`config.mk`:
```
export PLATFORM = sky130hd
export DESIGN_NAME = async_serial_port_with_irq
export DESIGN_NICKNAME = d
export VERILOG_FILES = /design/src/rtl/uart_pkg.sv /design/src/rtl/baud_gen.sv /design/src/rtl/async_serial_port_with_irq.sv
export VERILOG_INCLUDE_DIRS = /design/src /design/src/rtl
export SDC_FILE = /design/constraint.sdc
export NUM_CORES = 1
export LEC_CHECK = 0
export ABC_AREA = 0
export BUFFER_PORTS_ARGS = -buffer_cell sky130_fd_sc_hd__buf_4
export CAP_MARGIN = 20
export CORE_UTILIZATION = 48
export DETAILED_ROUTE_END_ITERATION = 8
export GPL_TIMING_DRIVEN = 0
export PLACE_DENSITY = 0.79
export SETUP_SLACK_MARGIN = 0.5
export SLEW_MARGIN = 20
export SYNTH_ARGS = -nofsm -noshare
export SYNTH_HDL_FRONTEND = slang
export SYNTH_SLANG_ARGS = --single-unit
```
`constraint.sdc`:
```
create_clock -name clock -period 2.5 [get_ports clock]
set_input_delay 0.25 -clock clock [delete_from_list [all_inputs] [get_ports clock]]
set_output_delay 0.25 -clock clock [all_outputs]
set_load 0.1 [all_outputs]
```
`src/rtl/uart_defs.svh`:
```
// constants for the asynchronous serial port: oversampling, sample points,
// prescaler ratios. included by bare name; defines only.
`ifndef UART_DEFS_SVH
`define UART_DEFS_SVH

// =====================================================================
// oversampling
`define OVS_LAST      4'hf
`define SAMPLE_A      4'h7
`define SAMPLE_B      4'h8
`define SAMPLE_C      4'h9
`define START_SEEN    4'h1

// =====================================================================
// prescaler: clock/2 and clock/32 count sources
`define PRE_DIV2_LAST  5'h01
`define PRE_DIV32_LAST 5'h1f

// =====================================================================
// character framing
`define LAST_BIT_8    3'h7
`define LAST_BIT_7    3'h6

`endif

```
`src/rtl/uart_pkg.sv`:
```
// types shared by the serial port modules.
// assumes uart_defs.svh supplies the numeric constants.
package uart_pkg;

  typedef enum logic [2:0] {
    RX_IDLE,
    RX_START,
    RX_DATA,
    RX_PAR,
    RX_STOP
  } rx_state_t;

  typedef enum logic [2:0] {
    TX_IDLE,
    TX_START,
    TX_DATA,
    TX_PAR,
    TX_STOP
  } tx_state_t;

endpackage

```
`src/rtl/baud_gen.sv`:
```
// baud divider: picks a count source and divides it by value plus one.
// assumes ext_clk_pin is asynchronous and well below the system clock.
`timescale 1ns/1ns
`default_nettype none
`include "uart_defs.svh"

module baud_gen #(
  parameter int DIV_W = 8
) (
  input  wire logic             clock,
  input  wire logic             sys_rst,
  input  wire logic             ext_clk_pin,
  input  wire logic             ext_clk_sel,
  input  wire logic             prescale_sel,
  input  wire logic [DIV_W-1:0] baud_div,
  output logic                  tick16
);

  // ===================================================================
  // external clock pin: three flops, level accepted when 2nd and 3rd agree
  logic       ext_s1_reg;
  logic       ext_s2_reg;
  logic       ext_s3_reg;
  logic       ext_lvl_reg;
  logic       ext_rise;

  always_ff @(posedge clock) begin
    if (sys_rst) begin
      ext_s1_reg  <= 1'b0;
      ext_s2_reg  <= 1'b0;
      ext_s3_reg  <= 1'b0;
      ext_lvl_reg <= 1'b0;
    end else begin
      ext_s1_reg <= ext_clk_pin;
      ext_s2_reg <= ext_s1_reg;
      ext_s3_reg <= ext_s2_reg;
      if (ext_s2_reg == ext_s3_reg)
        ext_lvl_reg <= ext_s3_reg;
    end
  end

  assign ext_rise = (ext_s2_reg == ext_s3_reg) && ext_s3_reg && !ext_lvl_reg;

  // ===================================================================
  // internal prescaler, free running
  logic [4:0] pre_reg;
  logic       src_tick;

  always_ff @(posedge clock) begin
    if (sys_rst)
      pre_reg <= 5'h00;
    else
      pre_reg <= pre_reg + 5'h01;
  end

  // source select; the /2 path ticks on every odd count
  always_comb begin
    if (ext_clk_sel)
      src_tick = ext_rise;
    else if (prescale_sel)
      src_tick = (pre_reg == `PRE_DIV32_LAST);
    else
      src_tick = ((pre_reg & `PRE_DIV2_LAST) == `PRE_DIV2_LAST);
  end

  // ===================================================================
  // programmable divider; reprogram only while both directions are off
  logic [DIV_W-1:0] div_reg;

  always_ff @(posedge clock) begin
    if (sys_rst) begin
      div_reg <= '0;
      tick16  <= 1'b0;
    end else begin
      tick16 <= 1'b0;
      if (src_tick) begin
        if (div_reg >= baud_div) begin
          div_reg <= '0;
          tick16  <= 1'b1;
        end else begin
          div_reg <= div_reg + {{(DIV_W-1){1'b0}}, 1'b1};
        end
      end
    end
  end

endmodule
`default_nettype wire

```
`src/rtl/async_serial_port_with_irq.sv`:
```
// full-duplex asynchronous serial port with receive/transmit interrupt requests.
// assumes the local processor drives the control bits as levels and the
// data strobes as one-cycle pulses on clock; rxd, cts and ext clk are async.
`timescale 1ns/1ns
`default_nettype none
`include "uart_defs.svh"

module async_serial_port_with_irq #(
  parameter int DIV_W = 8
) (
  input  wire logic             clock,
  input  wire logic             sys_rst,
  // pins
  input  wire logic             rxd_pin,
  output logic                  txd_pin,
  input  wire logic             cts_pin_in,
  output logic                  cts_pin_out,
  output logic                  cts_pin_oe,
  input  wire logic             ext_clk_pin,
  // mode bits
  input  wire logic             parity_en,
  input  wire logic             parity_even,
  input  wire logic             char_len_7,
  input  wire logic             stop_len_2,
  input  wire logic             prescale_sel,
  input  wire logic             ext_clk_sel,
  input  wire logic             cts_dir_out,
  input  wire logic [DIV_W-1:0] baud_div,
  // control bits
  input  wire logic             tx_allow_bit,
  input  wire logic             tx_irq_en,
  input  wire logic             rx_enable,
  input  wire logic             rx_irq_en,
  input  wire logic             clear_to_send_select,
  input  wire logic             cts_out_data,
  input  wire logic             tx_side_init_bit,
  input  wire logic             error_clear_bit,
  // central interrupt enables and processor state
  input  wire logic             rx_irq_en_central,
  input  wire logic             tx_irq_en_central,
  input  wire logic             irq_disable,
  input  wire logic             rx_irq_taken,
  input  wire logic             tx_irq_taken,
  // data strobes
  input  wire logic [7:0]       tx_data,
  input  wire logic             tx_write,
  input  wire logic             rx_read,
  output logic [7:0]            rx_data,
  // status
  output logic                  tx_buffer_free_flag,
  output logic                  rx_buffer_full_flag,
  output logic                  tx_empty_flag,
  output logic                  parity_err_flag,
  output logic                  framing_err_flag,
  output logic                  overrun_err_flag,
  output logic                  cts_level,
  output logic                  rx_irq_req,
  output logic                  tx_irq_req,
  output logic                  rx_irq,
  output logic                  tx_irq
);

  // ===================================================================
  // baud tick
  logic tick;

  baud_gen #(.DIV_W(DIV_W)) u_baud (
    .clock        (clock),
    .sys_rst      (sys_rst),
    .ext_clk_pin  (ext_clk_pin),
    .ext_clk_sel  (ext_clk_sel),
    .prescale_sel (prescale_sel),
    .baud_div     (baud_div),
    .tick16       (tick)
  );

  // ===================================================================
  // pin synchronisers: three flops, level taken when 2nd and 3rd agree
  logic rx_s1_reg, rx_s2_reg, rx_s3_reg, rx_lvl_reg;
  logic ct_s1_reg, ct_s2_reg, ct_s3_reg, ct_lvl_reg;

  always_ff @(posedge clock) begin
    if (sys_rst) begin
      rx_s1_reg  <= 1'b1;
      rx_s2_reg  <= 1'b1;
      rx_s3_reg  <= 1'b1;
      rx_lvl_reg <= 1'b1;
      ct_s1_reg  <= 1'b1;
      ct_s2_reg  <= 1'b1;
      ct_s3_reg  <= 1'b1;
      ct_lvl_reg <= 1'b1;
    end else begin
      rx_s1_reg <= rxd_pin;
      rx_s2_reg <= rx_s1_reg;
      rx_s3_reg <= rx_s2_reg;
      if (rx_s2_reg == rx_s3_reg)
        rx_lvl_reg <= rx_s3_reg;
      ct_s1_reg <= cts_pin_in;
      ct_s2_reg <= ct_s1_reg;
      ct_s3_reg <= ct_s2_reg;
      if (ct_s2_reg == ct_s3_reg)
        ct_lvl_reg <= ct_s3_reg;
    end
  end

  // general-purpose pin use only while the gate function is off
  assign cts_level   = ct_lvl_reg;
  assign cts_pin_out = cts_out_data;
  assign cts_pin_oe  = cts_dir_out && !clear_to_send_select;

  // ===================================================================
  // receiver
  uart_pkg::rx_state_t rx_st_reg;
  logic [3:0] rx_cnt_reg;
  logic [2:0] rx_bit_reg;
  logic [2:0] rx_smp_reg;
  logic [7:0] rx_shift_reg;
  logic       rx_par_reg;
  logic       rx_prev_reg;
  logic       rx_vote;
  logic       rx_done;
  logic       rx_par_bad;
  logic       rx_stop_bad;
  logic [2:0] last_bit;

  assign last_bit = char_len_7 ? `LAST_BIT_7 : `LAST_BIT_8;
  // two or more of three decide the bit
  assign rx_vote = (rx_smp_reg[0] & rx_smp_reg[1]) | (rx_smp_reg[0] & rx_smp_reg[2])
                 | (rx_smp_reg[1] & rx_smp_reg[2]);

  // sample window; the third sample is taken at cnt 9 and judged at cnt 10
  always_ff @(posedge clock) begin
    if (sys_rst)
      rx_smp_reg <= 3'h7;
    else if (tick && (rx_cnt_reg == `SAMPLE_A || rx_cnt_reg == `SAMPLE_B ||
                      rx_cnt_reg == `SAMPLE_C))
      rx_smp_reg <= {rx_smp_reg[1:0], rx_lvl_reg};
  end

  // bit-level sequencing; the stop bit is judged at its centre so a
  // following start edge is never missed
  always_ff @(posedge clock) begin
    if (sys_rst || !rx_enable) begin
      rx_st_reg    <= uart_pkg::RX_IDLE;
      rx_cnt_reg   <= 4'h0;
      rx_bit_reg   <= 3'h0;
      rx_prev_reg  <= 1'b1;
      rx_shift_reg <= 8'h00;
      rx_par_reg   <= 1'b0;
    end else if (tick) begin
      rx_cnt_reg <= rx_cnt_reg + 4'h1;
      case (rx_st_reg)
        uart_pkg::RX_IDLE: begin
          rx_prev_reg <= rx_lvl_reg;
          rx_cnt_reg  <= 4'h0;
          // second low tick after a high one
          if (!rx_lvl_reg && !rx_prev_reg) begin
            rx_st_reg   <= uart_pkg::RX_START;
            rx_cnt_reg  <= `START_SEEN + 4'h1;
            rx_prev_reg <= 1'b1;
          end
        end
        uart_pkg::RX_START: begin
          if (rx_cnt_reg == `SAMPLE_C + 4'h1 && rx_vote) begin
            rx_st_reg <= uart_pkg::RX_IDLE;
          end else if (rx_cnt_reg == `OVS_LAST) begin
            rx_st_reg    <= uart_pkg::RX_DATA;
            rx_bit_reg   <= 3'h0;
            rx_shift_reg <= 8'h00;
          end
        end
        uart_pkg::RX_DATA: begin
          if (rx_cnt_reg == `SAMPLE_C + 4'h1)
            rx_shift_reg[rx_bit_reg] <= rx_vote;
          if (rx_cnt_reg == `OVS_LAST) begin
            rx_bit_reg <= rx_bit_reg + 3'h1;
            if (rx_bit_reg == last_bit)
              rx_st_reg <= parity_en ? uart_pkg::RX_PAR : uart_pkg::RX_STOP;
          end
        end
        uart_pkg::RX_PAR: begin
          if (rx_cnt_reg == `SAMPLE_C + 4'h1)
            rx_par_reg <= rx_vote;
          if (rx_cnt_reg == `OVS_LAST)
            rx_st_reg <= uart_pkg::RX_STOP;
        end
        uart_pkg::RX_STOP: begin
          if (rx_cnt_reg == `SAMPLE_C + 4'h1)
            rx_st_reg <= uart_pkg::RX_IDLE;
        end
        default: rx_st_reg <= uart_pkg::RX_IDLE;
      endcase
    end
  end

  assign rx_done = tick && rx_enable && rx_st_reg == uart_pkg::RX_STOP &&
                   rx_cnt_reg == `SAMPLE_C + 4'h1;
  // with even sense the ones of data and parity total even
  assign rx_par_bad  = parity_en && ((^rx_shift_reg ^ rx_par_reg) != !parity_even);
  assign rx_stop_bad = !rx_vote;

  // receive buffer and flags; a hardware set beats a clear in the same cycle
  always_ff @(posedge clock) begin
    if (sys_rst) begin
      rx_data             <= 8'h00;
      rx_buffer_full_flag <= 1'b0;
      parity_err_flag     <= 1'b0;
      framing_err_flag    <= 1'b0;
      overrun_err_flag    <= 1'b0;
      rx_irq_req          <= 1'b0;
    end else begin
      if (rx_read || !rx_enable)
        rx_buffer_full_flag <= 1'b0;
      if (error_clear_bit) begin
        parity_err_flag  <= 1'b0;
        framing_err_flag <= 1'b0;
        overrun_err_flag <= 1'b0;
      end
      if (rx_irq_taken)
        rx_irq_req <= 1'b0;
      if (rx_done) begin
        rx_data             <= rx_shift_reg;
        rx_buffer_full_flag <= 1'b1;
        rx_irq_req          <= 1'b1;
        if (rx_par_bad)
          parity_err_flag <= 1'b1;
        if (rx_stop_bad)
          framing_err_flag <= 1'b1;
        if (rx_buffer_full_flag && !rx_read)
          overrun_err_flag <= 1'b1;
      end
    end
  end

  assign rx_irq = rx_irq_req && rx_irq_en && rx_irq_en_central && !irq_disable;

  // ===================================================================
  // transmitter
  uart_pkg::tx_state_t tx_st_reg;
  logic [3:0] tx_cnt_reg;
  logic [2:0] tx_bit_reg;
  logic [7:0] tx_shift_reg;
  logic [7:0] tx_buf_reg;
  logic       tx_buf_full_reg;
  logic       tx_stop2_reg;
  logic       tx_en;
  logic       tx_load;
  logic       bit_end;

  // cts is active low; deselected means the pin does not matter
  assign tx_en   = tx_allow_bit && (!clear_to_send_select || !cts_level);
  assign bit_end = tick && tx_cnt_reg == `OVS_LAST;
  // start a character from idle on a tick, or straight after a stop bit
  assign tx_load = tx_en && tx_buf_full_reg && tick &&
                   (tx_st_reg == uart_pkg::TX_IDLE ||
                    (tx_st_reg == uart_pkg::TX_STOP && tx_cnt_reg == `OVS_LAST &&
                     (!stop_len_2 || tx_stop2_reg)));

  // frame sequencing; held in its initial state while init is low
  always_ff @(posedge clock) begin
    if (sys_rst || !tx_side_init_bit) begin
      tx_st_reg    <= uart_pkg::TX_IDLE;
      tx_cnt_reg   <= 4'h0;
      tx_bit_reg   <= 3'h0;
      tx_shift_reg <= 8'h00;
      tx_stop2_reg <= 1'b0;
      txd_pin      <= 1'b1;
    end else if (tx_load) begin
      tx_st_reg    <= uart_pkg::TX_START;
      tx_shift_reg <= tx_buf_reg;
      tx_cnt_reg   <= 4'h0;
      tx_stop2_reg <= 1'b0;
      txd_pin      <= 1'b0;
    end else if (tick && tx_st_reg != uart_pkg::TX_IDLE) begin
      tx_cnt_reg <= tx_cnt_reg + 4'h1;
      if (bit_end) begin
        case (tx_st_reg)
          uart_pkg::TX_START: begin
            tx_st_reg  <= uart_pkg::TX_DATA;
            tx_bit_reg <= 3'h0;
            txd_pin    <= tx_shift_reg[0];
          end
          uart_pkg::TX_DATA: begin
            tx_bit_reg <= tx_bit_reg + 3'h1;
            if (tx_bit_reg == last_bit) begin
              tx_st_reg <= parity_en ? uart_pkg::TX_PAR : uart_pkg::TX_STOP;
              txd_pin   <= parity_en ? ((^(tx_shift_reg & {!char_len_7, 7'h7f})) ^ !parity_even) : 1'b1;
            end else begin
              txd_pin <= tx_shift_reg[tx_bit_reg + 3'h1];
            end
          end
          uart_pkg::TX_PAR: begin
            tx_st_reg <= uart_pkg::TX_STOP;
            txd_pin   <= 1'b1;
          end
          uart_pkg::TX_STOP: begin
            if (stop_len_2 && !tx_stop2_reg)
              tx_stop2_reg <= 1'b1;
            else
              tx_st_reg <= uart_pkg::TX_IDLE;
            txd_pin <= 1'b1;
          end
          default: tx_st_reg <= uart_pkg::TX_IDLE;
        endcase
      end
    end
  end

  // buffer, ready and empty flags; the start bit going out frees the buffer
  always_ff @(posedge clock) begin
    if (sys_rst || !tx_side_init_bit) begin
      tx_buf_reg          <= 8'h00;
      tx_buf_full_reg     <= 1'b0;
      tx_buffer_free_flag <= 1'b1;
      tx_empty_flag       <= 1'b1;
      tx_irq_req          <= 1'b0;
    end else begin
      if (tx_irq_taken)
        tx_irq_req <= 1'b0;
      if (tx_load) begin
        tx_buf_full_reg     <= 1'b0;
        tx_buffer_free_flag <= 1'b1;
        tx_irq_req          <= 1'b1;
      end
      if (tick && tx_st_reg == uart_pkg::TX_IDLE && !tx_buf_full_reg)
        tx_empty_flag <= 1'b1;
      if (tx_write) begin
        tx_buf_reg          <= tx_data;
        tx_buf_full_reg     <= 1'b1;
        tx_buffer_free_flag <= 1'b0;
        tx_empty_flag       <= 1'b0;
      end
    end
  end

  assign tx_irq = tx_irq_req && tx_irq_en && tx_irq_en_central &&
                  !irq_disable && tx_en;

endmodule
`default_nettype wire

```
* Word level (Yosys, flattened, before mapping) *
Index checks and enable logic that the tools add are counted.

word-level totals
  latch bits = 0
  logic and storage cells = 238
  RAM bits = 0
  register bits = 94
  memories kept = 0
  ROM bits = 0
  output and inout port bits = 22

operators by class
  multiply operators = 0
  $lt $le $gt $ge = 4
  equal/unequal tests = 34
  bitwise gates (word level) = 10
  divide/modulo/power cells = 0
  shift operators = 0
  mux-type cells = 64
  reductions and logical operators = 80
  add/subtract/negate cells = 6

operators with widths
  operator               number
  $mux W3                13
  $mux W1                36
  $mux W8                4
  $logic_and A1 B1 Y1    30
  $eq A4 B4 Y1 const B   5
  $ne A2 B2 Y1 const B   10
  $reduce_bool A2 Y1     9
  $pmux W8 S2            1
  $reduce_and A4 Y1      4
  $reduce_xor A8 Y1      2
  $pmux W3 S5            1
  $logic_not A1 Y1       14
  $eq A3 B2 Y1 const B   4
  $pmux W3 S2            2
  $pmux W3 S4            1
  $reduce_and A5 Y1      2
  $ne A3 B3 Y1 const B   3
  $add A4 B1 Y4 const B  2
  $add A8 B1 Y8 const B  1
  $and A8 B8 Y8          1
  $bwmux W8              1
  $ge A8 B8 Y1           1
  $logic_or A1 B1 Y1     8
  $lt A3 B4 Y1 const B   2
  other kinds (26)       41

* Logic depth before layout (Yosys ltp) *
  word-level depth = 10
  depth in mapped cells = 8

* By module *
From an unflattened synthesis, not the netlist that was laid out.

unflattened totals
  cells, all modules = 511
  area, all modules = 4717.0 sq um

by module, submodules not included
  module                      cells an instance  area an instance (sq um)  instances  sequential area each (sq um)
  async_serial_port_with_irq  396                3711.1                    1          1521.5
  baud_gen                    115                1006.0                    1          360.3

* Worst setup path before layout *
OpenSTA, ideal clock, no wires.

  path kind = flip-flop to output port
  start point = reg tx_irq_req
  end point = out tx_irq
  arrival = 1901 ps
  required time = 2250 ps
  path buffers = 0
  cell stages (with the launch flop) = 2
  path slack = 349 ps
  path through = dfxtp_1 -> and4_1

between the ends
  word-level cells in the longest chain between the ends = 4

ends and longest elaborated chain
  element                           line                               text
  from (decl)                       async_serial_port_with_irq.sv:58   output logic tx_irq_req,
  from (signal assigned)            async_serial_port_with_irq.sv:316  tx_irq_req <= 1'b0;
  from (signal assigned)            async_serial_port_with_irq.sv:319  tx_irq_req <= 1'b0;
  from (signal assigned)            async_serial_port_with_irq.sv:323  tx_irq_req <= 1'b1;
  $logic_and A1 B1 Y1 (3 in a row)  async_serial_port_with_irq.sv:336  assign tx_irq = tx_irq_req && tx_irq_en && tx_irq_en_central &&
  $logic_and A1 B1 Y1               async_serial_port_with_irq.sv:337  !irq_disable && tx_en;
  to (decl)                         async_serial_port_with_irq.sv:60   output logic tx_irq

No other way between the ends.

* Worst setup path in the final report *
  start point = reg u_baud.pre_reg[0]
  end point = reg u_baud.div_reg[1]

between the ends
  word-level cells in the longest chain between the ends = 3

ends and longest elaborated chain
  element                 line            text
  from (decl)             baud_gen.sv:46  logic [4:0] pre_reg;
  from (signal assigned)  baud_gen.sv:53  pre_reg <= pre_reg + 5'h01;
  $eq A5 B5 Y1 (no line)  --
  $mux W1 (*)             baud_gen.sv:60  else if (prescale_sel)
  $mux W1 (*)             baud_gen.sv:58  if (ext_clk_sel)
  to (signal assigned)    baud_gen.sv:81  div_reg <= div_reg + {{(DIV_W-1){1'b0}}, 1'b1};
  to (decl)               baud_gen.sv:68  logic [DIV_W-1:0] div_reg;

Mark *: on every way between the ends. The rest lies on a longest branch, timed or not.
A chain may end at the register's enable or synchronous reset.

==> summary by stage <==
Run status
The run finished with clean final reports.

CTS
The clock net sink count is 94. The number of clock buffers added by TritonCTS is 9. The clock-pin slew on the worst setup and hold paths is 100 ps. CTS built an H-tree with a depth of 3. The CTS tree is built. The clock root buffer is sky130_fd_sc_hd__clkbuf_8. Buffers inserted to repair hold after CTS numbered 0. The latest clock arrival within the worst-skew pair is around 370 ps. In this run the deepest clock path goes through 2 buffers.

Timing
After routing, the total negative slack on setup checks comes to 0 ps. The number of hold violations in the final report is 0. Between clock sinks in the finished design, the worst skew comes to approximately 13 ps. The max-slew violation count is 0. The count of endpoints failing setup in the final report is 0.

The highest clock frequency the design can meet is 0.532 GHz. The clock period could shrink to ~1900 ps. For the pin with the worst max-slew slack, the measured transition is 614 ps. Final hold analysis gives a worst-case slack of 61.2 ps. The final worst-path cycle share is 75.1%. Setup repair after global routing could not meet its margin everywhere. The normalized max-slew margin is 59.1%.

Power and ir drop
The power per unit of standard cell area is between 400 and 500 nW/um^2. In this run switching power makes up 25.8% of total power. The total net switching power is 0.693 mW.

Cell internal power was estimated by the tool at 1.99 mW. For this design the static power due to leakage is 2.34 nW. In this run, the combinational gates consume 7.1% of the power. In this run, the clock network consumes between 30% and 40% of the power. The worst ir drop on vdd is ~0.50 mV. The sequential share of power is 56.8%.

Synthesis
The number of nets in the synthesized netlist is 562. The share of the Yosys chip area taken by registers is between 40 and 50%. The dominant register cell in the synthesized netlist is sky130_fd_sc_hd__dfxtp_1. By area the synthesized netlist is led by sky130_fd_sc_hd__dfxtp_1 41%, sky130_fd_sc_hd__mux2i_1 8.2%, sky130_fd_sc_hd__nor2_1 5.3%. Counting every instance in the synthesized netlist gives 500. The number of storage elements in the synthesis netlist is 94. The biggest area consumer among synthesized cells is sky130_fd_sc_hd__dfxtp_1. Dividing the synthesized area by the synthesized cell count gives a little over 9 um^2. For this run, asynchronously set or reset flops after synthesis account for 0%. The total of warnings raised by yosys is 0. The synthesized netlist occupies a cell area of 4640 um^2. The distinct cell type count of the synthesized netlist is 66. The proportion of netlist area held by the largest area contributor is 40.6%. The count of flip-flops with a built-in enable after synthesis is 0.

Setup path
The kind of start point of the critical path is a register. For the worst setup path, the data required time is roughly 2800 ps. The maximum fanout encountered on the critical timing path is 6. The highest cell delay on the worst timing path is 360 ps. The element type at the critical path end is a register. The setup path with the least slack is of type reg2reg. The library cell contributing the largest single delay on the critical path is sky130_fd_sc_hd__dfxtp_4. The signal on the critical path passes through ha_1 > and3_1 > ha_2 > mux2i_2 > o21ai_4 > buf_6 > buf_4 > mux2i_1 > a211oi_1.

Data arrives at the worst endpoint at 2160 ps.

Route
The first-iteration detailed-routing DRC count is 186. The average wire per cell in the routed design is 14.0 um. The number of optimization iterations in the first detailed-route pass is 5. For this run, design rule violations remaining after detail routing come to 0. The mean number of vias per cell is approximately 5.4. The total wire length after detailed routing is 9930 um. The vias after detailed routing is 3,837. The detail route stage leaves a number of antenna-violating nets equal to 0.

GRT
The first-pass GRT wire length is approximately 17,000 um. Entering global routing, the biggest net connects 19 pins. The via count of the first global-routing pass is 3,738.

For this run, the total global-route usage over all layers was measured as 20.6%. The number of antenna violations at the first check in global routing came to 0. The remaining global-route overflow is 0.

Final layout
The number of standard cells in the layout, taps in and fillers out is 711. The share of cells above drive strength 1 is 22.0%. The number of nets in the final layout is 639. Relative to the synthesized area, the layout overhead comes to 19.1%. Once layout is complete, the utilization of the core stands at 59.4%. The count of inserted antenna diode cells is 0.

Floorplan
The die covers 10,100 um^2. The height of the chip is ~100 um. The effective utilization at floorplan is 49.9%. The count of boundary I/O pins is 65.

The floorplan step defined a core boundary enclosing 9280 um^2. The width of the die is 100 um. Row generation in the floorplan step produced 35 rows.

Placement
The count of input and output buffers is 63. Once placement completed, the tool counted placed cells totaling 692. The post-DP HPWL is 7200 um. The global placement routability congestion is 0.852.

Run
The max-cap violation count is 0.

Worst hold path
The classification of the worst-slack hold path is in2reg.
[cells by family after synthesis]
family          share of synthesized area (%)
fa+ha+maj                                5.34
buf+inv                                  4.35
compound gates                           12.4
flops                                    40.6
simple gates                             21.8
mux                                      9.18
xor+xnor                                 6.34
[stage by stage]
| step | cell area [um^2] | worst slack, ps | power [mW] |
|---|---|---|---|
| 6_report | 5520 | 622 | 2.69 |
| 5_1_grt | 5520 | 440 | 2.79 |
| 4_1_cts | 5470 | 543 | 2.70 |
| 3_5_place_dp | 5270 | 495 | 1.74 |
| 3_3_place_gp | 5270 | 582 | 1.74 |
| 2_1_floorplan | 4640 | 553 | 1.66 |
[Yosys cell counts, drive strengths merged, types with 13 or more instances]
cell / instances
a21oi: 28
inv: 17
o21ai: 16
nor2b: 13
mux2i: 38
ha: 19
buf: 16
nor2: 68
nand2: 26
xnor2: 17
xor2: 14
dfxtp: 94
nand3: 15
[power groups by stage]
stage	Combinational, mW	Sequential, mW	Clock, mW
5_1_grt	0.208	1.53	1.05
3_3_place_gp	0.178	1.56	0
3_5_place_dp	0.183	1.56	0
6_report	0.190	1.52	0.970
4_1_cts	0.185	1.53	0.986
2_1_floorplan	0.0923	1.57	0
[cell usage in the layout (no fill, tap or decap), types with 17 or more instances in the layout]
cell and n:
sky130_fd_sc_hd__a21oi_1 28, sky130_fd_sc_hd__buf_4 70, sky130_fd_sc_hd__dfxtp_1 91, sky130_fd_sc_hd__ha_1 17, sky130_fd_sc_hd__inv_1 17, sky130_fd_sc_hd__mux2i_1 37
sky130_fd_sc_hd__nand2_1 26, sky130_fd_sc_hd__nor2_1 66, sky130_fd_sc_hd__xnor2_1 17
[cell type report]
| cell class | count | area, um^2 |
|---|---|---|
| fillers | 832 | 3760 |
| multi-input cells | 362 | 2580 |
| flip-flops and latches | 94 | 1890 |
| repair buffers | 66 | 499 |
| well taps | 129 | 161 |
| plain buffers | 27 | 138 |
| clock buffers | 9 | 124 |
| clock inverters | 7 | 68.8 |
| inverters | 17 | 63.8 |
[metal layers]
metal / part of all wire (%) / global-route usage, % / vias up
met2: 49 / 34.4 / 81
met4: 3.6 / 10.9 / 0
met5: 0 / 0 / -
met1: 44 / 25.0 / 1818
li1: - / - / 1908
met3: 2.9 / 4.04 / 30
[worst max-delay path, delay by kind of cell, from the launching register on]
kind,cells,cell delay [ps]
multiplexers,2,330
flip-flops,1,360
adder cells (fa/ha/maj),2,380
buffers and inverters,2,260
AND/OR/NAND/NOR,1,150
AO/OA/AOI/OAI,2,290
[worst paths after layout]
| path | to | slack (ps) | cells past startpoint | start |
|---|---|---|---|---|
| max | u_baud.div_reg[1] | 620 | 9 | u_baud.pre_reg[0] |
| min | ct_s1_reg | 60 | 2 | cts_pin_in |
| max reg2reg | u_baud.div_reg[1] | 620 | 9 | u_baud.pre_reg[0] |
| min reg2reg | ct_s2_reg | 430 | 1 | ct_s1_reg |
[what timing repair did]
item                                    4_1_cts  5_1_grt
pin swaps                                     0        2
hold endpoints to repair                      0        0
endpoints found under the setup margin        1       12
buffers inserted                              0        3
gates resized for setup                       1       11
Power figures use the tool's default switching activity.
